<file path="config.mk">
export PLATFORM = sky130hd
export DESIGN_NAME = int_ctrl
export DESIGN_NICKNAME = d
export VERILOG_FILES = /design/src/int_ctrl_pkg.sv /design/src/edge_sense.sv /design/src/int_ctrl.sv
export VERILOG_INCLUDE_DIRS = /design/src
export SDC_FILE = /design/constraint.sdc
export NUM_CORES = 1
export LEC_CHECK = 0
export ABC_AREA = 1
export BUFFER_PORTS_ARGS = -buffer_cell sky130_fd_sc_hd__buf_2
export CELL_PAD_IN_SITES_DETAIL_PLACEMENT = 1
export CELL_PAD_IN_SITES_GLOBAL_PLACEMENT = 2
export CORE_ASPECT_RATIO = 0.7
export CORE_MARGIN = 2
export CORE_UTILIZATION = 29
export DETAILED_ROUTE_END_ITERATION = 12
export GPL_ROUTABILITY_DRIVEN = 0
export PLACE_DENSITY_LB_ADDON = 0.1
export RECOVER_POWER = 25
export SLEW_MARGIN = 20
export SYNTH_ARGS = -nofsm -noshare
export SYNTH_HDL_FRONTEND = slang
export SYNTH_HIERARCHICAL = 1
export SYNTH_SLANG_ARGS = --single-unit
</file>
<file path="constraint.sdc">
create_clock -name SYS_CLK_I -period 1.19 [get_ports SYS_CLK_I]
set_input_delay 0.119 -clock SYS_CLK_I [delete_from_list [all_inputs] [get_ports SYS_CLK_I]]
set_output_delay 0.119 -clock SYS_CLK_I [all_outputs]
set_load 0.02 [all_outputs]
</file>
<file path="src/int_ctrl_map.svh">
`ifndef INT_CTRL_MAP_SVH
`define INT_CTRL_MAP_SVH
// Summary of operation
// - bit 3 picks edge for pin 3, timer F
// - bit 2 picks edge for pin 2
// - bit 1 picks edge for pin 1, timer C
// - bit 0 picks edge for pin 0
// - enable one: 8 bits, rw, reset zero
// - enable one bit 7 gates timer A
// - enable one bit 6 reserved, rw, zero
// - enable one bit 5 gates all wakeups
// - enable one bits 4..0 gate external pins
// - enable two: 8 bits, rw, reset zero
// - enable two bit 7 gates direct transfer
// - enable two bit 6 gates converter end
// - enable two bit 5 reserved, rw, zero
// - enable two bit 4 gates timer G
// - enable two bit 3 gates timer FH
// - enable two bit 2 gates timer FL
// - enable two bit 1 gates timer C
// - enable two bit 0 gates event counter
// - flags set on event, cleared by writing 0
// - pin flag needs pin function and edge

// register offsets
`define OFS_EDGE_SEL 3'h0
`define OFS_ENABLE_ONE 3'h1
`define OFS_ENABLE_TWO 3'h2
`define OFS_REQUEST_ONE 3'h3
`define OFS_REQUEST_TWO 3'h4
`define OFS_WAKE_REQ 3'h5
// reset values
`define RST_BYTE 8'h00
`define RST_EDGE 5'h00
`define EDGE_RSV_ONES 3'h7
// enable one / request one field positions
`define BIT_TIMER_A 7
`define BIT_RSV_ONE 6
`define BIT_WAKEUP 5
`define BIT_REQ_ONE_FIXED 5
// enable two / request two field positions
`define BIT_DT 7
`define BIT_ADC 6
`define BIT_RSV_TWO 5
`define BIT_TG 4
`define BIT_TFH 3
`define BIT_TFL 2
`define BIT_TC 1
`define BIT_EC 0
// edge select positions for shared timer inputs
`define BIT_EDGE_THREE 3
`define BIT_EDGE_ONE 1
// request output vector positions
`define SRC_WAKEUP 5
`define SRC_TIMER_A 6
`define SRC_EC 7
`define SRC_TC 8
`define SRC_TFL 9
`define SRC_TFH 10
`define SRC_TG 11
`define SRC_ADC 12
`define SRC_DT 13
`define SRC_COUNT 14
`endif

</file>
<file path="src/int_ctrl_pkg.sv">
`default_nettype none
package int_ctrl_pkg;
    // sense polarity of one edge-select bit
    typedef enum logic [0:0] {
        EDGE_FALL = 1'h0,
        EDGE_RISE = 1'h1
    } edge_pol_t;
endpackage
`default_nettype wire

</file>
<file path="src/edge_sense.sv">
`timescale 1ns/1ps
`default_nettype none
// two-flop synchroniser plus edge detect, polarity per bit
module edge_sense #(
    parameter int WIDTH = 5
) (
    input wire logic clk_i,
    input wire logic rst_b_i,
    input wire logic [WIDTH-1:0] pin_i,
    input wire logic [WIDTH-1:0] sel_i,
    output logic [WIDTH-1:0] pulse_o
);
    initial begin
        if (WIDTH < 1) begin
            $error("edge_sense: WIDTH must be at least 1");
        end
    end

    logic [WIDTH-1:0] meta_reg; // first stage, read by second only
    logic [WIDTH-1:0] sync_reg; // safe copy of the pin
    logic [WIDTH-1:0] last_reg; // previous safe copy

    // synchroniser and history, idle-high pins
    always_ff @(posedge clk_i or negedge rst_b_i) begin
        if (!rst_b_i) begin
            meta_reg <= '1;
            sync_reg <= '1;
            last_reg <= '1;
        end else begin
            meta_reg <= pin_i;
            sync_reg <= meta_reg;
            last_reg <= sync_reg;
        end
    end

    // per-bit choice of rising or falling edge
    genvar g;
    generate
        for (g = 0; g < WIDTH; g++) begin : gen_bit
            wire rise = sync_reg[g] & ~last_reg[g];
            wire fall = ~sync_reg[g] & last_reg[g];
            assign pulse_o[g] =
                (sel_i[g] == int_ctrl_pkg::EDGE_RISE) ? rise : fall;
        end
    endgenerate
endmodule
`default_nettype wire

</file>
<file path="src/int_ctrl.sv">
// Chosen here: the register offsets and the plain strobed port.
`timescale 1ns/1ps
`default_nettype none
`include "int_ctrl_map.svh"
// edge select, enables and pending flags for the interrupt sources
module int_ctrl #(
    parameter int EXT_PINS = 5,
    parameter int WAKE_PINS = 8
) (
    input wire logic SYS_CLK_I,
    input wire logic RST_B_I,
    // register port
    input wire logic [2:0] ADDR_I,
    input wire logic [7:0] WDATA_I,
    input wire logic WR_I,
    input wire logic RD_I,
    output logic [7:0] RDATA_O,
    // external request pins and their function select
    input wire logic [EXT_PINS-1:0] EXT_REQ_PIN_I,
    input wire logic [EXT_PINS-1:0] EXT_PIN_IS_IRQ_I,
    // timer event pins sharing edge choice
    input wire logic TIMER_F_EVENT_PIN_I,
    input wire logic TIMER_C_EVENT_PIN_I,
    output logic TIMER_F_EVENT_O,
    output logic TIMER_C_EVENT_O,
    // wakeup pins
    input wire logic [WAKE_PINS-1:0] WAKEUP_PIN_I,
    // peripheral event pulses
    input wire logic TIMER_A_OVF_I,
    input wire logic DT_DONE_I,
    input wire logic ADC_END_I,
    input wire logic TIMER_G_EVT_I,
    input wire logic TIMER_FH_EVT_I,
    input wire logic TIMER_FL_EVT_I,
    input wire logic TIMER_C_EVT_I,
    input wire logic EVENT_CNT_EVT_I,
    // requests to the processor
    output logic [`SRC_COUNT-1:0] INT_REQ_O
);
    initial begin
        if (EXT_PINS != 5) begin
            $error("int_ctrl: EXT_PINS must be 5");
        end
        if (WAKE_PINS < 1 || WAKE_PINS > 8) begin
            $error("int_ctrl: WAKE_PINS must be 1 to 8");
        end
    end

    // stored state
    logic [4:0] edge_sel_reg; // edge bits 4..0
    logic [7:0] interrupt_enable_one_reg;
    logic [7:0] interrupt_enable_two_reg;
    logic [7:0] req_one_reg; // bit 5 unused, reads one
    logic [7:0] req_two_reg;
    logic [WAKE_PINS-1:0] wake_req_reg;
    logic [7:0] rdata_reg;
    logic [`SRC_COUNT-1:0] int_req_reg;
    logic tf_evt_reg;
    logic tc_evt_reg;

    // next values
    logic [4:0] edge_sel_next;
    logic [7:0] interrupt_enable_one_next;
    logic [7:0] interrupt_enable_two_next;
    logic [7:0] req_one_next;
    logic [7:0] req_two_next;
    logic [WAKE_PINS-1:0] wake_req_next;
    logic [7:0] rdata_next;
    logic [`SRC_COUNT-1:0] int_req_next;

    // address decode
    wire wr_edge = WR_I && (ADDR_I == `OFS_EDGE_SEL);
    wire wr_en1 = WR_I && (ADDR_I == `OFS_ENABLE_ONE);
    wire wr_en2 = WR_I && (ADDR_I == `OFS_ENABLE_TWO);
    wire wr_req1 = WR_I && (ADDR_I == `OFS_REQUEST_ONE);
    wire wr_req2 = WR_I && (ADDR_I == `OFS_REQUEST_TWO);
    wire wr_wake = WR_I && (ADDR_I == `OFS_WAKE_REQ);

    // edge detectors
    logic [EXT_PINS-1:0] ext_edge;
    logic [1:0] tmr_edge;
    logic [WAKE_PINS-1:0] wake_edge;

    // shared edge choice for the two timer pins
    wire [1:0] tmr_sel = {edge_sel_reg[`BIT_EDGE_THREE],
                          edge_sel_reg[`BIT_EDGE_ONE]};

    // external pins, polarity from the edge bits
    edge_sense #(.WIDTH(EXT_PINS)) u_ext (
        .clk_i(SYS_CLK_I),
        .rst_b_i(RST_B_I),
        .pin_i(EXT_REQ_PIN_I),
        .sel_i(edge_sel_reg),
        .pulse_o(ext_edge)
    );

    // timer F and C event pins
    edge_sense #(.WIDTH(2)) u_tmr (
        .clk_i(SYS_CLK_I),
        .rst_b_i(RST_B_I),
        .pin_i({TIMER_F_EVENT_PIN_I, TIMER_C_EVENT_PIN_I}),
        .sel_i(tmr_sel),
        .pulse_o(tmr_edge)
    );

    // wakeup pins, falling edge only
    edge_sense #(.WIDTH(WAKE_PINS)) u_wake (
        .clk_i(SYS_CLK_I),
        .rst_b_i(RST_B_I),
        .pin_i(WAKEUP_PIN_I),
        .sel_i({WAKE_PINS{1'h0}}),
        .pulse_o(wake_edge)
    );

    // pin events count only where the pin is an interrupt input
    wire [4:0] ext_set = ext_edge & EXT_PIN_IS_IRQ_I;

    // set terms for request one
    wire [7:0] set_one = {TIMER_A_OVF_I, 2'h0, ext_set};

    // set terms for request two
    wire [7:0] set_two = {DT_DONE_I, ADC_END_I, 1'h0, TIMER_G_EVT_I,
                          TIMER_FH_EVT_I, TIMER_FL_EVT_I,
                          TIMER_C_EVT_I, EVENT_CNT_EVT_I};

    // bits cleared by a write of zero
    wire [7:0] clr_one = wr_req1 ? ~WDATA_I : 8'h00;
    wire [7:0] clr_two = wr_req2 ? ~WDATA_I : 8'h00;
    wire [WAKE_PINS-1:0] clr_wake =
        wr_wake ? ~WDATA_I[WAKE_PINS-1:0] : {WAKE_PINS{1'h0}};

    // write-only-clear flags; a set in the same cycle wins
    always_comb begin
        req_one_next = (req_one_reg & ~clr_one) | set_one;
        req_one_next[`BIT_REQ_ONE_FIXED] = 1'h0;
        // reserved bit 6 is plain read/write
        if (wr_req1) begin
            req_one_next[`BIT_RSV_ONE] = WDATA_I[`BIT_RSV_ONE];
        end
        req_two_next = (req_two_reg & ~clr_two) | set_two;
        // reserved bit 5 is plain read/write
        if (wr_req2) begin
            req_two_next[`BIT_RSV_TWO] = WDATA_I[`BIT_RSV_TWO];
        end
        wake_req_next = (wake_req_reg & ~clr_wake) | wake_edge;
    end

    // edge register takes the low five written bits, enable registers the whole value
    assign edge_sel_next = wr_edge ? WDATA_I[4:0] : edge_sel_reg;
    assign interrupt_enable_one_next =
        wr_en1 ? WDATA_I : interrupt_enable_one_reg;
    assign interrupt_enable_two_next =
        wr_en2 ? WDATA_I : interrupt_enable_two_reg;

    // read multiplexer, unmapped offsets read zero
    always_comb begin
        rdata_next = 8'h00;
        if (RD_I) begin
            case (ADDR_I)
                `OFS_EDGE_SEL: begin
                    rdata_next = {`EDGE_RSV_ONES, edge_sel_reg};
                end
                `OFS_ENABLE_ONE: begin
                    rdata_next = interrupt_enable_one_reg;
                end
                `OFS_ENABLE_TWO: begin
                    rdata_next = interrupt_enable_two_reg;
                end
                `OFS_REQUEST_ONE: begin
                    rdata_next = req_one_reg;
                    rdata_next[`BIT_REQ_ONE_FIXED] = 1'h1;
                end
                `OFS_REQUEST_TWO: begin
                    rdata_next = req_two_reg;
                end
                `OFS_WAKE_REQ: begin
                    rdata_next[WAKE_PINS-1:0] = wake_req_reg;
                end
                default: begin
                    rdata_next = 8'h00;
                end
            endcase
        end
    end

    // gating of pending flags by their enables
    wire [7:0] en1 = interrupt_enable_one_reg;
    wire [7:0] en2 = interrupt_enable_two_reg;
    always_comb begin
        int_req_next = '0;
        int_req_next[4:0] = req_one_reg[4:0] & en1[4:0];
        int_req_next[`SRC_WAKEUP] =
            (|wake_req_reg) & en1[`BIT_WAKEUP];
        int_req_next[`SRC_TIMER_A] =
            req_one_reg[`BIT_TIMER_A] & en1[`BIT_TIMER_A];
        int_req_next[`SRC_EC] = req_two_reg[`BIT_EC] & en2[`BIT_EC];
        int_req_next[`SRC_TC] = req_two_reg[`BIT_TC] & en2[`BIT_TC];
        int_req_next[`SRC_TFL] =
            req_two_reg[`BIT_TFL] & en2[`BIT_TFL];
        int_req_next[`SRC_TFH] =
            req_two_reg[`BIT_TFH] & en2[`BIT_TFH];
        int_req_next[`SRC_TG] = req_two_reg[`BIT_TG] & en2[`BIT_TG];
        int_req_next[`SRC_ADC] =
            req_two_reg[`BIT_ADC] & en2[`BIT_ADC];
        int_req_next[`SRC_DT] = req_two_reg[`BIT_DT] & en2[`BIT_DT];
    end

    // control registers, all cleared at reset
    always_ff @(posedge SYS_CLK_I or negedge RST_B_I) begin
        if (!RST_B_I) begin
            edge_sel_reg <= `RST_EDGE;
            interrupt_enable_one_reg <= `RST_BYTE;
            interrupt_enable_two_reg <= `RST_BYTE;
        end else begin
            edge_sel_reg <= edge_sel_next;
            interrupt_enable_one_reg <= interrupt_enable_one_next;
            interrupt_enable_two_reg <= interrupt_enable_two_next;
        end
    end

    // pending flags
    always_ff @(posedge SYS_CLK_I or negedge RST_B_I) begin
        if (!RST_B_I) begin
            req_one_reg <= `RST_BYTE;
            req_two_reg <= `RST_BYTE;
            wake_req_reg <= '0;
        end else begin
            req_one_reg <= req_one_next;
            req_two_reg <= req_two_next;
            wake_req_reg <= wake_req_next;
        end
    end

    // registered outputs
    always_ff @(posedge SYS_CLK_I or negedge RST_B_I) begin
        if (!RST_B_I) begin
            rdata_reg <= `RST_BYTE;
            int_req_reg <= '0;
            tf_evt_reg <= 1'h0;
            tc_evt_reg <= 1'h0;
        end else begin
            rdata_reg <= rdata_next;
            int_req_reg <= int_req_next;
            tf_evt_reg <= tmr_edge[1];
            tc_evt_reg <= tmr_edge[0];
        end
    end

    assign RDATA_O = rdata_reg;
    assign INT_REQ_O = int_req_reg;
    assign TIMER_F_EVENT_O = tf_evt_reg;
    assign TIMER_C_EVENT_O = tc_evt_reg;

    // enable one write then read back
    en_one_rw_a: assert property (@(posedge SYS_CLK_I)
        disable iff (!RST_B_I)
        wr_en1 ##1 (RD_I && ADDR_I == `OFS_ENABLE_ONE && !WR_I)
        |=> RDATA_O == $past(WDATA_I, 2))
        else $error("enable one readback wrong");

    // enable two write then read back
    en_two_rw_a: assert property (@(posedge SYS_CLK_I)
        disable iff (!RST_B_I)
        wr_en2 ##1 (RD_I && ADDR_I == `OFS_ENABLE_TWO && !WR_I)
        |=> RDATA_O == $past(WDATA_I, 2))
        else $error("enable two readback wrong");

    // set beats clear on the timer A flag
    set_wins_a: assert property (@(posedge SYS_CLK_I)
        disable iff (!RST_B_I)
        (TIMER_A_OVF_I && wr_req1) |=> req_one_reg[`BIT_TIMER_A])
        else $error("timer A set lost to clear");

    // flag holds with no write of zero
    flag_hold_a: assert property (@(posedge SYS_CLK_I)
        disable iff (!RST_B_I)
        (req_two_reg[`BIT_ADC] && !wr_req2) |=> req_two_reg[`BIT_ADC])
        else $error("converter flag dropped");

    // pin edge ignored when pin not an interrupt input
    pin_func_a: assert property (@(posedge SYS_CLK_I)
        disable iff (!RST_B_I)
        (!req_one_reg[0] && !EXT_PIN_IS_IRQ_I[0]) |=> !req_one_reg[0])
        else $error("pin 0 flag set while not irq input");

    // rising sense on pin 3 sets its flag
    edge_three_a: assert property (@(posedge SYS_CLK_I)
        disable iff (!RST_B_I)
        (edge_sel_reg[3] && EXT_PIN_IS_IRQ_I[3] && u_ext.sync_reg[3]
         && !u_ext.last_reg[3]) |=> req_one_reg[3])
        else $error("pin 3 rising edge missed");

    // falling sense on pin 2 ignores rises
    edge_two_a: assert property (@(posedge SYS_CLK_I)
        disable iff (!RST_B_I)
        (!edge_sel_reg[2] && u_ext.sync_reg[2] && !u_ext.last_reg[2])
        |-> !ext_edge[2])
        else $error("pin 2 rise seen in falling mode");

    // timer C pin follows edge bit 1
    edge_one_a: assert property (@(posedge SYS_CLK_I)
        disable iff (!RST_B_I)
        (edge_sel_reg[1] && u_tmr.sync_reg[0] && !u_tmr.last_reg[0])
        |=> TIMER_C_EVENT_O)
        else $error("timer C rising edge missed");

    // pin 0 rising ignored in falling mode
    edge_zero_a: assert property (@(posedge SYS_CLK_I)
        disable iff (!RST_B_I)
        (!edge_sel_reg[0] && !req_one_reg[0] && u_ext.sync_reg[0]
         && !u_ext.last_reg[0]) |=> !req_one_reg[0])
        else $error("pin 0 rise set flag in falling mode");

    // request follows flag and enable one cycle later
    req_gate_a: assert property (@(posedge SYS_CLK_I)
        disable iff (!RST_B_I)
        1'h1 |=> INT_REQ_O[`SRC_DT] ==
            ($past(req_two_reg[`BIT_DT]) && $past(en2[`BIT_DT])))
        else $error("direct transfer request mismatch");

    // wakeup request needs its enable
    wake_gate_a: assert property (@(posedge SYS_CLK_I)
        disable iff (!RST_B_I)
        !en1[`BIT_WAKEUP] |=> !INT_REQ_O[`SRC_WAKEUP])
        else $error("wakeup request while disabled");

    // timer A request needs its enable
    ta_gate_a: assert property (@(posedge SYS_CLK_I)
        disable iff (!RST_B_I)
        !en1[`BIT_TIMER_A] |=> !INT_REQ_O[`SRC_TIMER_A])
        else $error("timer A request while disabled");

    // timer F pin follows edge bit 3
    tf_edge_a: assert property (@(posedge SYS_CLK_I)
        disable iff (!RST_B_I)
        (edge_sel_reg[`BIT_EDGE_THREE] && u_tmr.sync_reg[1]
         && !u_tmr.last_reg[1]) |=> TIMER_F_EVENT_O)
        else $error("timer F rising edge missed");

    // a write of zero clears the timer G flag
    clear_zero_a: assert property (@(posedge SYS_CLK_I)
        disable iff (!RST_B_I)
        (wr_req2 && !WDATA_I[`BIT_TG] && !TIMER_G_EVT_I)
        |=> !req_two_reg[`BIT_TG])
        else $error("timer G flag kept after clear");

    // pin 0 request needs its enable
    ext_gate_a: assert property (@(posedge SYS_CLK_I)
        disable iff (!RST_B_I)
        !en1[0] |=> !INT_REQ_O[0])
        else $error("pin 0 request while disabled");

    // timer C request needs its enable
    tc_gate_a: assert property (@(posedge SYS_CLK_I)
        disable iff (!RST_B_I)
        !en2[`BIT_TC] |=> !INT_REQ_O[`SRC_TC])
        else $error("timer C request while disabled");
endmodule
`default_nettype wire

</file>
=== Word level (Yosys, flattened, before mapping) ===
Cells that the tools add are included.

* $lt $le $gt $ge: 0
* Bitwise logic cells: 65
* Div/mod/pow operators: 0
* Eq/ne operators: 5
* Muxes and demuxes: 14
* Multipliers: 0
* Add/subtract/negate cells: 0
* Reductions and logical operators: 8
* Shift-type cells: 0

{| class="wikitable"
|+ Operators with widths
! operator !! count
|-
| 8-bit case mux with 6 select lines || 1
|-
| 8-bit two-way mux || 4
|-
| 8-bit inverter || 4
|-
| 1-bit AND || 31
|-
| 8-bit AND || 3
|-
| 8-bit OR || 3
|-
| 1-bit inverter || 22
|-
| 5-bit AND || 2
|-
| 1-bit two-way mux || 9
|-
| 8-bit OR reduction || 1
|-
| 3-bit by 2-bit equality test with 1-bit output (second input constant) || 2
|-
| 3-bit equality test (second input constant) || 2
|-
| 1-bit logical AND || 6
|-
| 3-bit by 1-bit equality test with 1-bit output (second input constant) || 1
|-
| 3-bit zero test || 1
|}

* Input port bits: 43
* Output and inout bits: 24
* Bits in registers: 113
* Logic and storage cells: 111
* ROM bits: 0
* Memories: 0
* Memory bits (writable): 0
* Latch bits: 0

=== Depth between registers and ports, before layout ===
* Word-level depth: 7
* Depth in mapped cells: 8
* Gate-level depth less buffers: 7

=== Cells and area by module ===
The synthesis kept the hierarchy.

{| class="wikitable"
|+ By module, submodules not included
! module !! area an instance (um^2) !! times used !! sequential area each (um^2) !! cells an instance
|-
| int_ctrl || 2939.1 || 1 || 1701.6 || 329
|-
| edge_sense at u_wake || 830.8 || 1 || 630.6 || 72
|-
| edge_sense at u_ext || 519.2 || 1 || 394.1 || 45
|-
| edge_sense at u_tmr || 207.7 || 1 || 157.7 || 18
|}

=== Worst setup path before layout ===
OpenSTA, ideal clock, no wires.

* Path kind: input port to flip-flop
* From: input ADDR_I[2]
* To: register interrupt_enable_two_reg[6] (netlist: en2[6])
* Path slack: 0.154 ns
* Stages on the path: 8
* Buffers on the path: 2
* Arrival: 0.918 ns
* Setup time: 0.118 ns
* Cell sequence: buf_2 -> inv_4 -> nand2_1 -> nor2_2 -> nand2_2 -> buf_6 -> nand2_1 -> o21ai_2

* Longest elaborated chain between the ends: 2

{| class="wikitable"
|+ Ends and longest elaborated chain
! what !! line !! RTL
|-
| start: declaration || int_ctrl.sv:13 || <nowiki>input wire logic [2:0] ADDR_I,</nowiki>
|-
| 3-bit by 2-bit equality test with 1-bit output || - ||
|-
| 1-bit logical AND || int_ctrl.sv:74 || <nowiki>wire wr_en2 = WR_I && (ADDR_I == `OFS_ENABLE_TWO);</nowiki>
|-
| end signal: assignment || int_ctrl.sv:213 || <nowiki>interrupt_enable_two_reg <= `RST_BYTE;</nowiki>
|-
| end signal: assignment || int_ctrl.sv:217 || <nowiki>interrupt_enable_two_reg <= interrupt_enable_two_next;</nowiki>
|-
| end: declaration || int_ctrl.sv:52 || <nowiki>logic [7:0] interrupt_enable_two_reg;</nowiki>
|}

No other way between the ends.
A chain may end at the register's enable or synchronous reset.

=== Final worst setup path ===
* From: register rdata_reg[4] (netlist: RDATA_O[4])
* To: output RDATA_O[4]

{| class="wikitable"
|+ RTL lines
! what !! line !! RTL
|-
| start: declaration || int_ctrl.sv:56 || <nowiki>logic [7:0] rdata_reg;</nowiki>
|-
| start signal: assignment || int_ctrl.sv:237 || <nowiki>rdata_reg <= `RST_BYTE;</nowiki>
|-
| start signal: assignment || int_ctrl.sv:242 || <nowiki>rdata_reg <= rdata_next;</nowiki>
|-
| end: declaration || int_ctrl.sv:17 || <nowiki>output logic [7:0] RDATA_O,</nowiki>
|}

No word-level cell between the ends.

==> flow_summary.yaml <==
die:
  dieArea_um2: 16500
  fp.dieW_um: 153
  io-pin-count: 67
  initial_utilization_pct: 29.4
  fp-row-count: 38
  die_y_um: 108
  coreArea_um2: 15300
detailed_routing:
  vias: 3622
  routedWlPerCell_um: 14.7
  drt_iter0_drc: 160
  drt_first_pass_iters: 5
  route.detailed.drc: 0
  ant_nets: 0
  vias_per_cell: 4.34
  wl_um: 12200
yosys:
  avgSynthCellArea_um2: 9.69
  synth_edf_count: 0
  syn_inst: 464
  yosysTopAreaCellShare_pct: 37.8
  yosys.area.top_type: "dfrtp_1"
  synth_common_cells: "nand2_1 (92), inv_1 (89), dfrtp_1 (68)"
  yosysWarnings: 6
  synth-async-reset-ratio_pct: 100
  ys_ff_latch: 113
  ys_types: 26
  yosysMostFrequentCell: "nand2_1"
  ys_seq_area_share_pct: 64.1
  ys.flop_type: "dfrtp_1"
  synth.area.top_cells: "dfrtp_1 (38%), dfstp_2 (26%), nand2_1 (7.7%)"
  netlist_area_um2: 4500
power_and_ir_drop:
  leakage_nw: 3.17
  power.density_nw_per_um2: 1740
  max-vdd-ir-drop_mv: 0.765
place:
  dp.cells: 767
  dp_slack_ps: -72.2
  dpl_cell_area_um2: 5390
  portBuffers: 66
  dp_hpwl_um: 8980
timing:
  setup_violations: 0
  finalWorstSetupSlack_ps: 122
  finalMaxSlewViolations: 0
  max_slew_margin_pct: 54.9
  fin_crit_sh_pct: 89.8
  post-route-min-period_ps: 1070
  worstMarginPinSlew_ps: 677
  fin_hold_ws_ps: 16.9
  fmax_mhz: 936
  finalHoldViolations: 0
  rsz0062_at_grt: "no"
  clock_skew_ps: 5.44
clock_network:
  post_cts_buffers: 0
  htreeDepth: 4
  cts-root-buf: "clkbuf_16"
  clkLatencyLatePin_ps: 410
  clock_sinks: 113
  clockBufferDepth: 2
  cts_tree: "yes"
  path_clk_slew_ps: 50
  cts_made_buffers: 17
critical_path:
  critical_path_required_ps: 1070
  cp-startpoint: "RDATA_O[4]$_DFF_PN0_"
  critPathBufInv: 1
  arrival_ps: 950
  critPathKind: "reg -> out"
  r2r-start: "u_wake/sync_reg[4]$_DFF_PN1_"
  crit_path_end_kind: "output port"
  slowest_stage: "dfrtp_1"
  critPathTopFamily: "flip-flops"
  max_stage_delay_ps: 380
  worstPathMaxFanout: 1
  cp-start-kind: "flop"
  crit_chain: "buf_2"
global_routing:
  grt_max_degree: 30
  antenna_found_initial: 0
  overflow: 0
  track_usage_pct: 16.3
  grt_pass1_wl_um: 20400
  grt_pass1_vias: 3951
layout:
  largest_reg_flops: 14
  nets: 664
  stdcell_count: 834
  diodes: 0
  drive_gt1_share_pct: 27.9
  final_core_util_pct: 41.3
  syn_to_final_growth_pct: 40.6
  fin_area_um2: 6320
outcome:
  status: "finished clean"
hold_path:
  min_from: "WDATA_I[4]"
  hold_path_class: "in -> reg"
job:
  drv_cap: 0
cell usage in the layout (no fill, tap or decap), types with 2 or more instances in the layout:
| cell | n |
|---|---|
| conb_1 | 16 |
| nand4_1 | 13 |
| nand3_1 | 55 |
| clkinvlp_4 | 3 |
| a21oi_1 | 5 |
| o21bai_1 | 3 |
| buf_2 | 65 |
| inv_2 | 2 |
| nand3_2 | 3 |
| bufinv_16 | 3 |
| o21ai_1 | 33 |
| o21ai_0 | 4 |
| dfstp_1 | 15 |
| clkinv_2 | 5 |
| clkbuf_16 | 17 |
| buf_4 | 26 |
| o21ai_2 | 8 |
| clkbuf_1 | 3 |
| buf_12 | 6 |
| nor2_1 | 24 |
| dfrtp_1 | 68 |
| inv_1 | 89 |
| nand2_1 | 92 |
| dfstp_2 | 30 |
| dlygate4sd3_1 | 35 |
| nor2_2 | 3 |
logic make-up after synthesis:
logic type / Yosys count / synth area share [%]
AO/OA/AOI/OAI: 55 / 7.10
buffers and inverters: 102 / 9.21
flip-flops: 113 / 64.1
other: 1 / 0.0834
AND/OR/NAND/NOR: 193 / 19.5
per-stage QoR:
step | TNS [ps] | power [mW]
2_1_floorplan | 0 | 5.27
5_1_grt | 0 | 11.5
3_3_place_gp | 0 | 5.88
4_1_cts | 0 | 11.2
3_5_place_dp | -471 | 5.93
6_report | 0 | 11.0
path summary, 6_finish.rpt:
kind                            slack (ps)  cells after the start                            to
worst min register to register         360                      0  u_wake/sync_reg[5]$_DFF_PN1_
worst max register to register         190                      4     wake_req_reg[4]$_DFF_PN0_
worst max-delay path                   120                      1                    RDATA_O[4]
max in group asynchronous              230                      3   u_ext/last_reg[0]$_DFF_PN1_
min in group asynchronous              280                      2          RDATA_O[3]$_DFF_PN0_
worst min-delay path                    20                      3      req_one_reg[4]$_DFF_PN0_
cell type report:
class	count	area [um^2]
clock inverter	11	138
multi-input combinational	264	1250
clock buffer	21	450
sequential	113	2880
tap	200	250
fill	1761	8990
timing repair buffer	133	996
inverter	92	348
tightest hold or removal path, stage by stage:
cell,delay [ps]
buf_2,140
o21ai_1,80
nand2_1,50
what timing repair did:
item                                    4_1_cts  5_1_grt
hold buffers                                 35        0
resized for setup                             0        0
endpoints found under the setup margin        0        0
endpoints found under the hold margin       106        0
layer usage:
layer	share of wire [%]	track usage, %	vias up
li1	-	-	1762
met1	49	21.5	1790
met2	46	25.5	61
met3	3.9	4.69	9
met4	0.88	6.22	0
met5	0	0	-
power breakdown:
| group | switching, mW | internal, mW | total, mW |
|---|---|---|---|
| Sequential | 0.283 | 4.31 | 4.59 |
| Clock | 1.73 | 3.32 | 5.05 |
| Combinational | 0.789 | 0.542 | 1.33 |
| Total | 2.80 | 8.17 | 11.0 |
No activity file was read; power rests on OpenSTA's default activity.
